`src/core/tmc_pkg.sv`:
```
// Package of constants and carrier types for the tape motion control block
//////////////////////////////////////////////////////////////////////////////
// Overview of operation
// - Run latch plus set-enable sets motion command
// - Busy rise-then-fall starts six-microsecond timing chain
// - Pause off: step six gives set-enable
// - Pause on: step six starts adjustable delay
// - Not ready clears and blocks motion command
// - Master clear clears motion command
// - Operation finished clears motion command
// - Reverse at beginning of tape clears command
// - Forward at tape limit clears unless gapping
// - Gap done during gap clears command
// - Tach count outside BOT ends gap
// - Stop pulse or command start zeroes counters
// - BOT latch blocks writing until count 400 octal
// - Internal test makes ready, masks transport status
// - Simulated busy follows command, 100 us tail
// - Start/stop test passes ready, busy, BOT, limit
// - Simulated velocity 1 ms, permit 1 us later
// - Command low drops velocity and permit together
// - Outside test, pass transport velocity and permit
// - Monitor latch holds 25 ms after signal
// - Fault latch set by lines, button clears
// - Permit without velocity sets permit error
// - Permit error cleared by its button
// - Stop pulse clears record gap latch
//////////////////////////////////////////////////////////////////////////////
package tmc_pkg;

  // Clock and time
  localparam int CLK_NS         = 10;
  localparam int US_NS          = 1000;
  localparam int MS_NS          = 1000000;
  localparam int CHAIN_STEPS    = 6;
  localparam int IDLE_US        = 50;
  localparam int BUSY_HOLD_US   = 100;
  localparam int PERMIT_DLY_US  = 1;
  localparam int VEL_DLY_MS     = 1;
  localparam int MON_HOLD_MS    = 25;
  localparam int PAUSE_MIN_MS   = 2;
  localparam int PAUSE_MAX_MS   = 100;
  localparam int CHAIN_CYC      = CHAIN_STEPS * US_NS / CLK_NS;
  localparam int PERMIT_DLY_CYC = PERMIT_DLY_US * US_NS / CLK_NS;
  localparam int MS_CYC         = MS_NS / CLK_NS;
  localparam int IDLE_CYC       = IDLE_US * US_NS / CLK_NS;
  localparam int BUSY_HOLD_CYC  = BUSY_HOLD_US * US_NS / CLK_NS;
  localparam int VEL_DLY_CYC    = VEL_DLY_MS * MS_CYC;
  localparam int MON_HOLD_CYC   = MON_HOLD_MS * MS_CYC;

  // Counter widths
  localparam int CW             = 24;
  localparam int TW             = 10;

  // Tachometer thresholds: 1000 and 400 octal
  localparam logic [TW-1:0] TACH_GAP_DONE = 10'h200;
  localparam logic [TW-1:0] TACH_BOT_END  = 10'h100;
  localparam logic [TW-1:0] TACH_MAX      = 10'h3FF;

  // Register byte offsets
  localparam logic [3:0] ADDR_CTRL   = 4'h0;
  localparam logic [3:0] ADDR_CMD    = 4'h4;
  localparam logic [3:0] ADDR_PAUSE  = 4'h8;
  localparam logic [3:0] ADDR_STATUS = 4'hC;

  // Command register bits (write one to pulse)
  localparam int CMD_START    = 0;
  localparam int CMD_PERR_CLR = 1;

  // Status register field positions
  localparam int ST_TACH_LSB  = 16;

  // Reset values
  localparam logic [7:0] CTRL_RST  = 8'h00;
  localparam logic [6:0] PAUSE_RST = 7'h64;

  typedef struct packed {
    logic       ready;
    logic       busy;
    logic       bot;
    logic       tape_limit_marker;
    logic       load_point;
    logic       tach;
    logic       velocity;
    logic       write_permit;
    logic [4:0] fault;
    logic       data_strobe;
  } tmc_tp_in_t;

  // Operator controls, bit order equals CTRL register bits 7..0
  typedef struct packed {
    logic master_clear;
    logic rec_mode;
    logic fault_btn;
    logic ss_test;
    logic int_test;
    logic pause_en;
    logic run_mode;
    logic spare;
  } tmc_ctrl_t;

  typedef struct packed {
    tmc_tp_in_t      sync1;
    tmc_tp_in_t      sync2;
    logic            busy_prev;
    logic            tach_prev;
    logic            strobe_prev;
    logic            go_prev;
    logic            busy_seen;
    logic            chain_on;
    logic [CW-1:0]   chain_cnt;
    logic            pause;
    logic [CW-1:0]   pause_cnt;
    logic            repeat_run;
    logic            go;
    logic            data_seen;
    logic [CW-1:0]   idle_cnt;
    logic [TW-1:0]   tach_cnt;
    logic            gap;
    logic            gap_done;
    logic            bot_latch;
    logic            sim_busy;
    logic [CW-1:0]   busy_cnt;
    logic            sim_vel;
    logic            sim_permit;
    logic [CW-1:0]   vel_cnt;
    logic            monitor;
    logic [CW-1:0]   mon_cnt;
    logic            fault;
    logic            perr;
    logic            ready_o;
    logic            busy_o;
    logic            vel_o;
    logic            permit_o;
    logic            finished;
  } tmc_op_t;

  typedef struct packed {
    tmc_ctrl_t   ctrl;
    logic [6:0]  pause_ms;
    logic        ack;
    logic [31:0] rdata;
    tmc_op_t     op;
  } tmc_state_t;

endpackage : tmc_pkg

```
`src/core/tmc_motion_ctrl.sv`:
```
// Motion command sequencing, test simulation and error latches of the exerciser
//
// Our own choices: the Avalon-MM interface to the registers and the register offsets.
`timescale 1ns/1ps
module tmc_motion_ctrl #(
  parameter int MS_CYC        = tmc_pkg::MS_CYC,
  parameter int IDLE_CYC      = tmc_pkg::IDLE_CYC,
  parameter int BUSY_HOLD_CYC = tmc_pkg::BUSY_HOLD_CYC,
  parameter int VEL_DLY_CYC   = tmc_pkg::VEL_DLY_CYC,
  parameter int MON_HOLD_CYC  = tmc_pkg::MON_HOLD_CYC
) (
  input  wire logic               SYS_CLK_I,
  input  wire logic               SRST_I,
  input  wire logic [3:0]         AVS_ADDRESS_I,
  input  wire logic               AVS_READ_I,
  input  wire logic               AVS_WRITE_I,
  input  wire logic [31:0]        AVS_WRITEDATA_I,
  input  wire logic [3:0]         AVS_BYTEENABLE_I,
  output logic [31:0]             AVS_READDATA_O,
  output logic                    AVS_WAITREQUEST_O,
  input  wire tmc_pkg::tmc_tp_in_t TP_STATUS_I,
  input  wire logic               FWD_INSTR_I,
  input  wire logic               REV_INSTR_I,
  input  wire logic               GAP_START_I,
  input  wire logic               MON_SIGNAL_I,
  output logic                    MOTION_CMD_O,
  output logic                    READY_O,
  output logic                    BUSY_O,
  output logic                    VELOCITY_O,
  output logic                    WRITE_PERMIT_O,
  output logic                    WRITE_ENABLE_O,
  output logic                    GAP_ACTIVE_O,
  output logic                    OPERATION_FINISHED_O,
  output logic                    MONITOR_O,
  output logic                    FAULT_O,
  output logic                    PERMIT_ERROR_O
);

  tmc_pkg::tmc_state_t q;
  tmc_pkg::tmc_state_t d;

  localparam tmc_pkg::tmc_state_t STATE_RST = '{
    ctrl:     tmc_pkg::CTRL_RST,
    pause_ms: tmc_pkg::PAUSE_RST,
    ack:      1'b0,
    rdata:    32'h0000_0000,
    op:       '0
  };

  localparam logic [tmc_pkg::CW-1:0] CHAIN_END =
    tmc_pkg::CW'(tmc_pkg::CHAIN_CYC - 1);
  localparam logic [tmc_pkg::CW-1:0] PERMIT_END =
    tmc_pkg::CW'(tmc_pkg::PERMIT_DLY_CYC - 1);
  localparam logic [tmc_pkg::CW-1:0] IDLE_END  = tmc_pkg::CW'(IDLE_CYC - 1);
  localparam logic [tmc_pkg::CW-1:0] BHOLD_END =
    tmc_pkg::CW'(BUSY_HOLD_CYC - 1);
  localparam logic [tmc_pkg::CW-1:0] VEL_END   = tmc_pkg::CW'(VEL_DLY_CYC - 1);
  localparam logic [tmc_pkg::CW-1:0] MON_END   = tmc_pkg::CW'(MON_HOLD_CYC - 1);
  localparam logic [tmc_pkg::CW-1:0] MS_CW     = tmc_pkg::CW'(MS_CYC);
  localparam logic [6:0] PMIN = 7'(tmc_pkg::PAUSE_MIN_MS);
  localparam logic [6:0] PMAX = 7'(tmc_pkg::PAUSE_MAX_MS);

  //////////////////////////////////////////////////////////////////////////////
  // Next-state logic

  always_comb begin
    tmc_pkg::tmc_tp_in_t tp;
    logic                bus_req;
    logic                wr_go;
    logic                start;
    logic                perr_clr;
    logic                full_sim;
    logic                rx_sim;
    logic                rdy;
    logic                busy;
    logic                bot;
    logic                limit;
    logic                load_pt;
    logic [4:0]          fault_ln;
    logic                busy_rise;
    logic                busy_fall;
    logic                t6;
    logic                pause_done;
    logic                set_en;
    logic                idle_done;
    logic                finished;
    logic                go_clr;
    logic                go_set;
    logic                go_rise;
    logic                tach_edge;
    logic                vel_now;
    logic                permit_now;
    logic [6:0]          pms;
    logic [tmc_pkg::CW-1:0] pause_end;

    d          = q;
    tp         = q.op.sync2;
    bus_req    = AVS_READ_I | AVS_WRITE_I;
    wr_go      = AVS_WRITE_I & q.ack & AVS_BYTEENABLE_I[0];
    start      = wr_go && AVS_ADDRESS_I == tmc_pkg::ADDR_CMD
                 && AVS_WRITEDATA_I[tmc_pkg::CMD_START];
    perr_clr   = wr_go && AVS_ADDRESS_I == tmc_pkg::ADDR_CMD
                 && AVS_WRITEDATA_I[tmc_pkg::CMD_PERR_CLR];

    // Two-stage synchronisers on transport lines
    d.op.sync1 = TP_STATUS_I;
    d.op.sync2 = q.op.sync1;

    // Receiver gating for the test modes
    full_sim = q.ctrl.int_test;
    rx_sim   = q.ctrl.int_test | q.ctrl.ss_test;
    rdy      = full_sim ? 1'b1 : tp.ready;
    busy     = full_sim ? q.op.sim_busy : tp.busy;
    bot      = full_sim ? 1'b0 : tp.bot;
    limit    = full_sim ? 1'b0 : tp.tape_limit_marker;
    load_pt  = full_sim ? 1'b0 : tp.load_point;
    fault_ln = rx_sim ? 5'h00 : tp.fault;

    d.op.busy_prev   = busy;
    d.op.tach_prev   = tp.tach;
    d.op.strobe_prev = tp.data_strobe;
    d.op.go_prev     = q.op.go;
    busy_rise        = busy & ~q.op.busy_prev;
    busy_fall        = ~busy & q.op.busy_prev;
    go_rise          = q.op.go & ~q.op.go_prev;
    tach_edge        = tp.tach & ~q.op.tach_prev;

    // Timing chain, armed by a busy rise, launched by the fall
    t6 = 1'b0;
    if (busy_rise) begin
      d.op.busy_seen = 1'b1;
    end
    if (busy_fall && q.op.busy_seen) begin
      d.op.busy_seen = 1'b0;
      d.op.chain_on  = 1'b1;
      d.op.chain_cnt = '0;
    end else if (q.op.chain_on) begin
      if (q.op.gap) begin
        d.op.chain_on = 1'b0;
      end else if (q.op.chain_cnt == CHAIN_END) begin
        d.op.chain_on = 1'b0;
        t6            = 1'b1;
      end else begin
        d.op.chain_cnt = q.op.chain_cnt + 1'b1;
      end
    end

    // Pause delay, clamped to its legal range
    pms = q.pause_ms;
    if (pms < PMIN) begin
      pms = PMIN;
    end else if (pms > PMAX) begin
      pms = PMAX;
    end
    pause_end  = tmc_pkg::CW'(pms * MS_CW - 1'b1);
    pause_done = 1'b0;
    if (t6 && q.ctrl.pause_en) begin
      d.op.pause     = 1'b1;
      d.op.pause_cnt = '0;
    end else if (q.op.pause) begin
      if (q.op.pause_cnt >= pause_end) begin
        d.op.pause = 1'b0;
        pause_done = 1'b1;
      end else begin
        d.op.pause_cnt = q.op.pause_cnt + 1'b1;
      end
    end
    set_en = (t6 & ~q.ctrl.pause_en) | pause_done;

    // Continuous-run latch; step mode drops it once start has gone
    if (start) begin
      d.op.repeat_run = 1'b1;
    end else if (!q.ctrl.run_mode) begin
      d.op.repeat_run = 1'b0;
    end

    // Internal operation_finished: data then 50 us of silence
    idle_done = 1'b0;
    if (tp.data_strobe & ~q.op.strobe_prev) begin
      d.op.data_seen = 1'b1;
      d.op.idle_cnt  = '0;
    end else if (q.op.data_seen) begin
      if (q.op.idle_cnt == IDLE_END) begin
        d.op.data_seen = 1'b0;
        idle_done      = 1'b1;
      end else begin
        d.op.idle_cnt = q.op.idle_cnt + 1'b1;
      end
    end
    finished = q.ctrl.rec_mode ? idle_done : (load_pt | limit);
    d.op.finished = finished;

    // Motion command latch; every clear beats every set
    go_clr = ~rdy
           | finished
           | (REV_INSTR_I & bot)
           | (FWD_INSTR_I & limit & ~q.op.gap)
           | (q.op.gap & q.op.gap_done);
    go_set = (q.op.repeat_run & set_en) | start;
    if (go_clr) begin
      d.op.go = 1'b0;
    end else if (go_set) begin
      d.op.go = 1'b1;
    end

    // Tachometer counter, zeroed on stop pulse or command start
    if (busy_fall || go_rise) begin
      d.op.tach_cnt = '0;
    end else if (tach_edge && !bot && q.op.tach_cnt != tmc_pkg::TACH_MAX) begin
      d.op.tach_cnt = q.op.tach_cnt + 1'b1;
    end
    if (q.op.gap && q.op.tach_cnt == tmc_pkg::TACH_GAP_DONE) begin
      d.op.gap_done = 1'b1;
    end else if (busy_fall) begin
      d.op.gap_done = 1'b0;
    end

    // Record gap latch: a new start wins over the stop pulse
    if (GAP_START_I) begin
      d.op.gap = 1'b1;
    end else if (busy_fall) begin
      d.op.gap = 1'b0;
    end

    // Beginning-of-tape write guard
    if (bot) begin
      d.op.bot_latch = 1'b1;
    end else if (q.op.tach_cnt == tmc_pkg::TACH_BOT_END) begin
      d.op.bot_latch = 1'b0;
    end

    // Simulated busy with its 100 us tail
    if (q.op.go) begin
      d.op.sim_busy = 1'b1;
      d.op.busy_cnt = '0;
    end else if (q.op.sim_busy) begin
      if (q.op.busy_cnt == BHOLD_END) begin
        d.op.sim_busy = 1'b0;
      end else begin
        d.op.busy_cnt = q.op.busy_cnt + 1'b1;
      end
    end

    // Simulated velocity, then write permit; one counter serves both
    if (!q.op.go) begin
      d.op.sim_vel    = 1'b0;
      d.op.sim_permit = 1'b0;
      d.op.vel_cnt    = '0;
    end else if (!q.op.sim_vel) begin
      if (q.op.vel_cnt == VEL_END) begin
        d.op.sim_vel = 1'b1;
        d.op.vel_cnt = '0;
      end else begin
        d.op.vel_cnt = q.op.vel_cnt + 1'b1;
      end
    end else if (!q.op.sim_permit) begin
      if (q.op.vel_cnt == PERMIT_END) begin
        d.op.sim_permit = 1'b1;
      end else begin
        d.op.vel_cnt = q.op.vel_cnt + 1'b1;
      end
    end
    // Gated by go so velocity and permit drop together with the command
    vel_now    = rx_sim ? q.op.sim_vel & q.op.go : tp.velocity;
    permit_now = rx_sim ? q.op.sim_permit & q.op.go : tp.write_permit;

    // Monitor lamp stretcher
    if (MON_SIGNAL_I) begin
      d.op.monitor = 1'b1;
      d.op.mon_cnt = '0;
    end else if (q.op.monitor) begin
      if (q.op.mon_cnt == MON_END) begin
        d.op.monitor = 1'b0;
      end else begin
        d.op.mon_cnt = q.op.mon_cnt + 1'b1;
      end
    end

    // Fault lamp: button held wins, lines re-set it on release
    if (q.ctrl.fault_btn) begin
      d.op.fault = 1'b0;
    end else if (|fault_ln) begin
      d.op.fault = 1'b1;
    end

    // Permit error; a fresh error beats the clear button
    if (permit_now && !vel_now) begin
      d.op.perr = 1'b1;
    end else if (perr_clr) begin
      d.op.perr = 1'b0;
    end

    d.op.ready_o  = rdy;
    d.op.busy_o   = busy;
    d.op.vel_o    = vel_now;
    d.op.permit_o = permit_now;

    // Avalon slave: one wait cycle, data registered meanwhile
    d.ack   = bus_req & ~q.ack;
    d.rdata = 32'h0000_0000;
    if (AVS_READ_I && !q.ack) begin
      unique case (AVS_ADDRESS_I)
        tmc_pkg::ADDR_CTRL:  d.rdata[7:0] = q.ctrl;
        tmc_pkg::ADDR_PAUSE: d.rdata[6:0] = q.pause_ms;
        tmc_pkg::ADDR_STATUS: begin
          d.rdata[15:0] = {q.op.ready_o, q.op.busy_o, q.op.go,
                           q.op.repeat_run, q.op.pause, q.op.gap,
                           q.op.gap_done, q.op.bot_latch, q.op.sim_busy,
                           q.op.vel_o, q.op.permit_o, q.op.monitor,
                           q.op.fault, q.op.perr, q.op.chain_on,
                           q.op.data_seen};
          d.rdata[tmc_pkg::ST_TACH_LSB +: tmc_pkg::TW] = q.op.tach_cnt;
        end
        default: d.rdata = 32'h0000_0000;
      endcase
    end
    if (wr_go && AVS_ADDRESS_I == tmc_pkg::ADDR_CTRL) begin
      d.ctrl = AVS_WRITEDATA_I[7:0];
    end
    if (wr_go && AVS_ADDRESS_I == tmc_pkg::ADDR_PAUSE) begin
      d.pause_ms = AVS_WRITEDATA_I[6:0];
    end

    // Master clear resets the whole sequencer, not the registers
    if (q.ctrl.master_clear) begin
      d.op = '0;
    end
  end

  //////////////////////////////////////////////////////////////////////////////
  // State register

  always_ff @(posedge SYS_CLK_I) begin
    if (SRST_I) begin
      q <= STATE_RST;
    end else begin
      q <= d;
    end
  end

  //////////////////////////////////////////////////////////////////////////////
  // Outputs

  assign AVS_WAITREQUEST_O    = (AVS_READ_I | AVS_WRITE_I) & ~q.ack;
  assign AVS_READDATA_O       = q.rdata;
  assign MOTION_CMD_O         = q.op.go;
  assign READY_O              = q.op.ready_o;
  assign BUSY_O               = q.op.busy_o;
  assign VELOCITY_O           = q.op.vel_o;
  assign WRITE_PERMIT_O       = q.op.permit_o;
  assign WRITE_ENABLE_O       = ~q.op.bot_latch;
  assign GAP_ACTIVE_O         = q.op.gap;
  assign OPERATION_FINISHED_O = q.op.finished;
  assign MONITOR_O            = q.op.monitor;
  assign FAULT_O              = q.op.fault;
  assign PERMIT_ERROR_O       = q.op.perr;

endmodule : tmc_motion_ctrl

```
`config.mk`:
```
export PLATFORM = sky130hd
export DESIGN_NAME = tmc_motion_ctrl
export DESIGN_NICKNAME = d
export VERILOG_FILES = /design/src/core/tmc_pkg.sv /design/src/core/tmc_motion_ctrl.sv
export SDC_FILE = /design/constraint.sdc
export NUM_CORES = 1
export LEC_CHECK = 0
export BUFFER_PORTS_ARGS = -buffer_cell sky130_fd_sc_hd__buf_2
export CORE_ASPECT_RATIO = 1.4
export CORE_MARGIN = 3
export CORE_UTILIZATION = 50
export CTS_CLUSTER_DIAMETER = 200
export CTS_CLUSTER_SIZE = 8
export DETAILED_ROUTE_END_ITERATION = 16
export GPL_TIMING_DRIVEN = 0
export PLACE_DENSITY_LB_ADDON = 0.2
export SLEW_MARGIN = 10
export SYNTH_ARGS = -nofsm -noshare
export SYNTH_HDL_FRONTEND = slang
export SYNTH_SLANG_ARGS = --single-unit
```
`constraint.sdc`:
```
create_clock -name SYS_CLK_I -period 10.8 [get_ports SYS_CLK_I]
set_input_delay 1.08 -clock SYS_CLK_I [delete_from_list [all_inputs] [get_ports SYS_CLK_I]]
set_output_delay 1.08 -clock SYS_CLK_I [all_outputs]
set_load 0.02 [all_outputs]
```
==> results.yml <==
grt:
  grt-ovfl-total: 0
  grtUsageMet3: 0.0360
  grt.met2_usage: 0.369
  antenna_found_initial: 1
  grt_max_degree: 11
  grt-busiest-layer: "met2"
  grt_pass1_wl_microns: 47500
  grt_usage: 0.205
  grt_pass1_vias: 10000
  grt_use_met1: 0.248
synthesis:
  syn_inst: 1441
  yosys_warnings: 0
  synth_top_area_share: 0.393
  synth_cell_types: 75
  synthArstFlopShare: 0
  synth_area_per_cell_sq_um: 8.73
  yosys-top-cells-count: "dfxtp_1, nor2_1, nand2_1"
  synth-edff-count: 0
  syn_area_sq_um: 12600
  synth_top_area_cell: "dfxtp_1"
  synth.most_common_cell: "dfxtp_1"
  synth_ff_type: "dfxtp_1"
  synth_area_leaders: "dfxtp_1, ha_1, nor2_1"
  ys_seq_area_frac: 0.393
  synth-seq-cells: 247
sta:
  drv_slew: 0
  hold_violations: 0
  max_freq_mhz: 136
  period_share: 0.679
  finalCriticalPeriod_ns: 7.33
  rsz0062_at_grt: "false"
  setup_violations: 0
  hold_slack_ns: 0.421
  slew_headroom: 0.354
  clock_skew_ns: 0.0221
  setup_ws_ns: 3.47
  tightest_slew_ns: 0.964
  tns_ns: 0
die:
  num_io_pins: 106
  initial_core_util: 0.508
  rows: 68
  die-area_sq_um: 27100
  die_h_microns: 194
  coreArea_sq_um: 24800
  dieWidth_microns: 140
final_layout:
  layout-drive-gt1-share: 0.117
  finalInstanceArea_sq_um: 14300
  fillers: 2248
  fin_nets: 1702
  area_delta_synth_final_pct: 13.9
  final_util: 0.579
  final_cells: 1874
cts:
  cts_root_buffer: "clkbuf_16"
  cts_max_level: 2
  postCtsSetupBuffers: 0
  cts_made_buffers: 36
  hold_buffers: 0
  clk_path_buf_depth: 3
  cts.sink_count: 247
  cts_tree: "yes"
  insertion_delay_ns: 0.50
  clkTransAtPathRegs_ns: 0.05
  ctsResizeCount: 0
worst_setup_path:
  crit_type: "reg2reg"
  cp_max_fo: 10
  endpoint_kind: "flip-flop"
  cp-start-kind: "flip-flop"
  arrival_ns: 7.75
  worstPathRequired_ns: 11.22
outcome:
  status: "completed"
route:
  route.vias.total: 10200
  antenna_left: 0
  wl_per_cell_microns: 15.0
  drc: 0
  wirelength_microns: 28100
  dr.pass1.iters: 5
  drtIter0Drc: 418
  via_per_inst: 5.43
placement:
  place_congestion: 0.829
  dp.cells: 1833
  post-dp-hpwl_microns: 21400
  post-place-ws_ns: 3.46
  port_buffers: 72
  dpl_cell_area_sq_um: 13400
power:
  p_total_mw: 1.98
  p_leak_nw: 5.82
  ir_worst_vdd_uv: 123
  p_per_area_nw_per_um2: 138
min_path:
  hp-class: "reg2reg"
run:
  drv_cap: 0
==> layout by cell type (no fill, tap or decap), types with 19 or more instances in the layout <==
cell type	n
and3_1	24
clkbuf_1	31
dfxtp_1	247
clkbuf_16	38
xor2_1	89
nand4_1	32
and2_1	60
buf_2	77
inv_1	48
buf_4	33
nor2_1	221
nand2_1	100
ha_1	78
or3_1	19
o21ai_0	29
nand3_1	70
xnor2_1	60
a21oi_1	62
nor3_1	28
==> critical path: stages (launching register included) <==
cell	delay, ns
dfxtp_1	0.35
nor4_1	0.38
nor2_1	0.06
o21ai_0	0.49
ha_1	0.38
ha_1	0.29
ha_1	0.29
inv_1	0.05
fa_1	0.50
inv_1	0.04
ha_1	0.38
a211o_1	0.37
a21boi_2	0.19
nor2_1	0.08
xor2_1	0.21
o31ai_4	0.39
and4b_1	0.28
nand2_1	0.07
xor2_1	0.16
ha_1	0.31
a21o_1	0.18
a21o_1	0.17
a21oi_1	0.28
and2_1	0.25
o211ai_1	0.24
clkbuf_1	0.31
or3_1	0.40
a21oi_1	0.15
==> per-layer routing <==
metal / routed length (microns) / vias up
met5: 13 / -
met4: 684 / 2
met3: 1310 / 48
met2: 14100 / 195
met1: 11900 / 4777
li1: - / 5157
==> flip-flops by register name, indices dropped and copies added, names as in the netlist <==
name and count:
AVS_READDATA_O 26, WRITE_PERMIT_O 1, OPERATION_FINISHED_O 1, q 211, BUSY_O 1, GAP_ACTIVE_O 1, MONITOR_O 1, READY_O 1
PERMIT_ERROR_O 1, FAULT_O 1, VELOCITY_O 1, MOTION_CMD_O 1
==> final cells by class <==
cell class                 instances  area, sq um  share of cell area
tap                              315          394              0.0275
antenna                            1         2.50            0.000175
timing repair buffer              72          360              0.0251
clock buffer                      39          955              0.0666
clock inverter                     1         16.3             0.00113
sequential                       247         4940               0.345
inverter                          48          180              0.0126
buffer                            75          435              0.0304
multi-input combinational       1076         7050               0.492
==> path summary, 6_finish.rpt <==
path / start / end / slack (ns) / cells past startpoint
worst max-delay path: q[241] / q[144] / 3.47 / 27
worst min-delay path: q[195] / q[181] / 0.42 / 1
worst max register to register: q[241] / q[144] / 3.47 / 27
worst min register to register: q[195] / q[181] / 0.42 / 1
==> report_power, final <==
| group | internal, mW | switching [mW] | total [mW] | leakage (nW) |
|---|---|---|---|---|
| Clock | 0.615 | 0.373 | 0.989 | 0.476 |
| Combinational | 0.0224 | 0.0387 | 0.0611 | 3.35 |
| Sequential | 0.922 | 0.00539 | 0.928 | 2.00 |
| Total | 1.56 | 0.417 | 1.98 | 5.82 |
==> cells by family after synthesis <==
family          count (synthesis)  share of synthesized area
simple gates                  637                      0.252
flops                         247                      0.393
compound gates                179                     0.0979
xor+xnor                      149                      0.104
buf+inv                       123                     0.0489
fa+ha+maj                      84                     0.0871
mux                            21                     0.0172
other cells                     1                   0.000298
No activity file was read; power rests on OpenSTA's default activity.
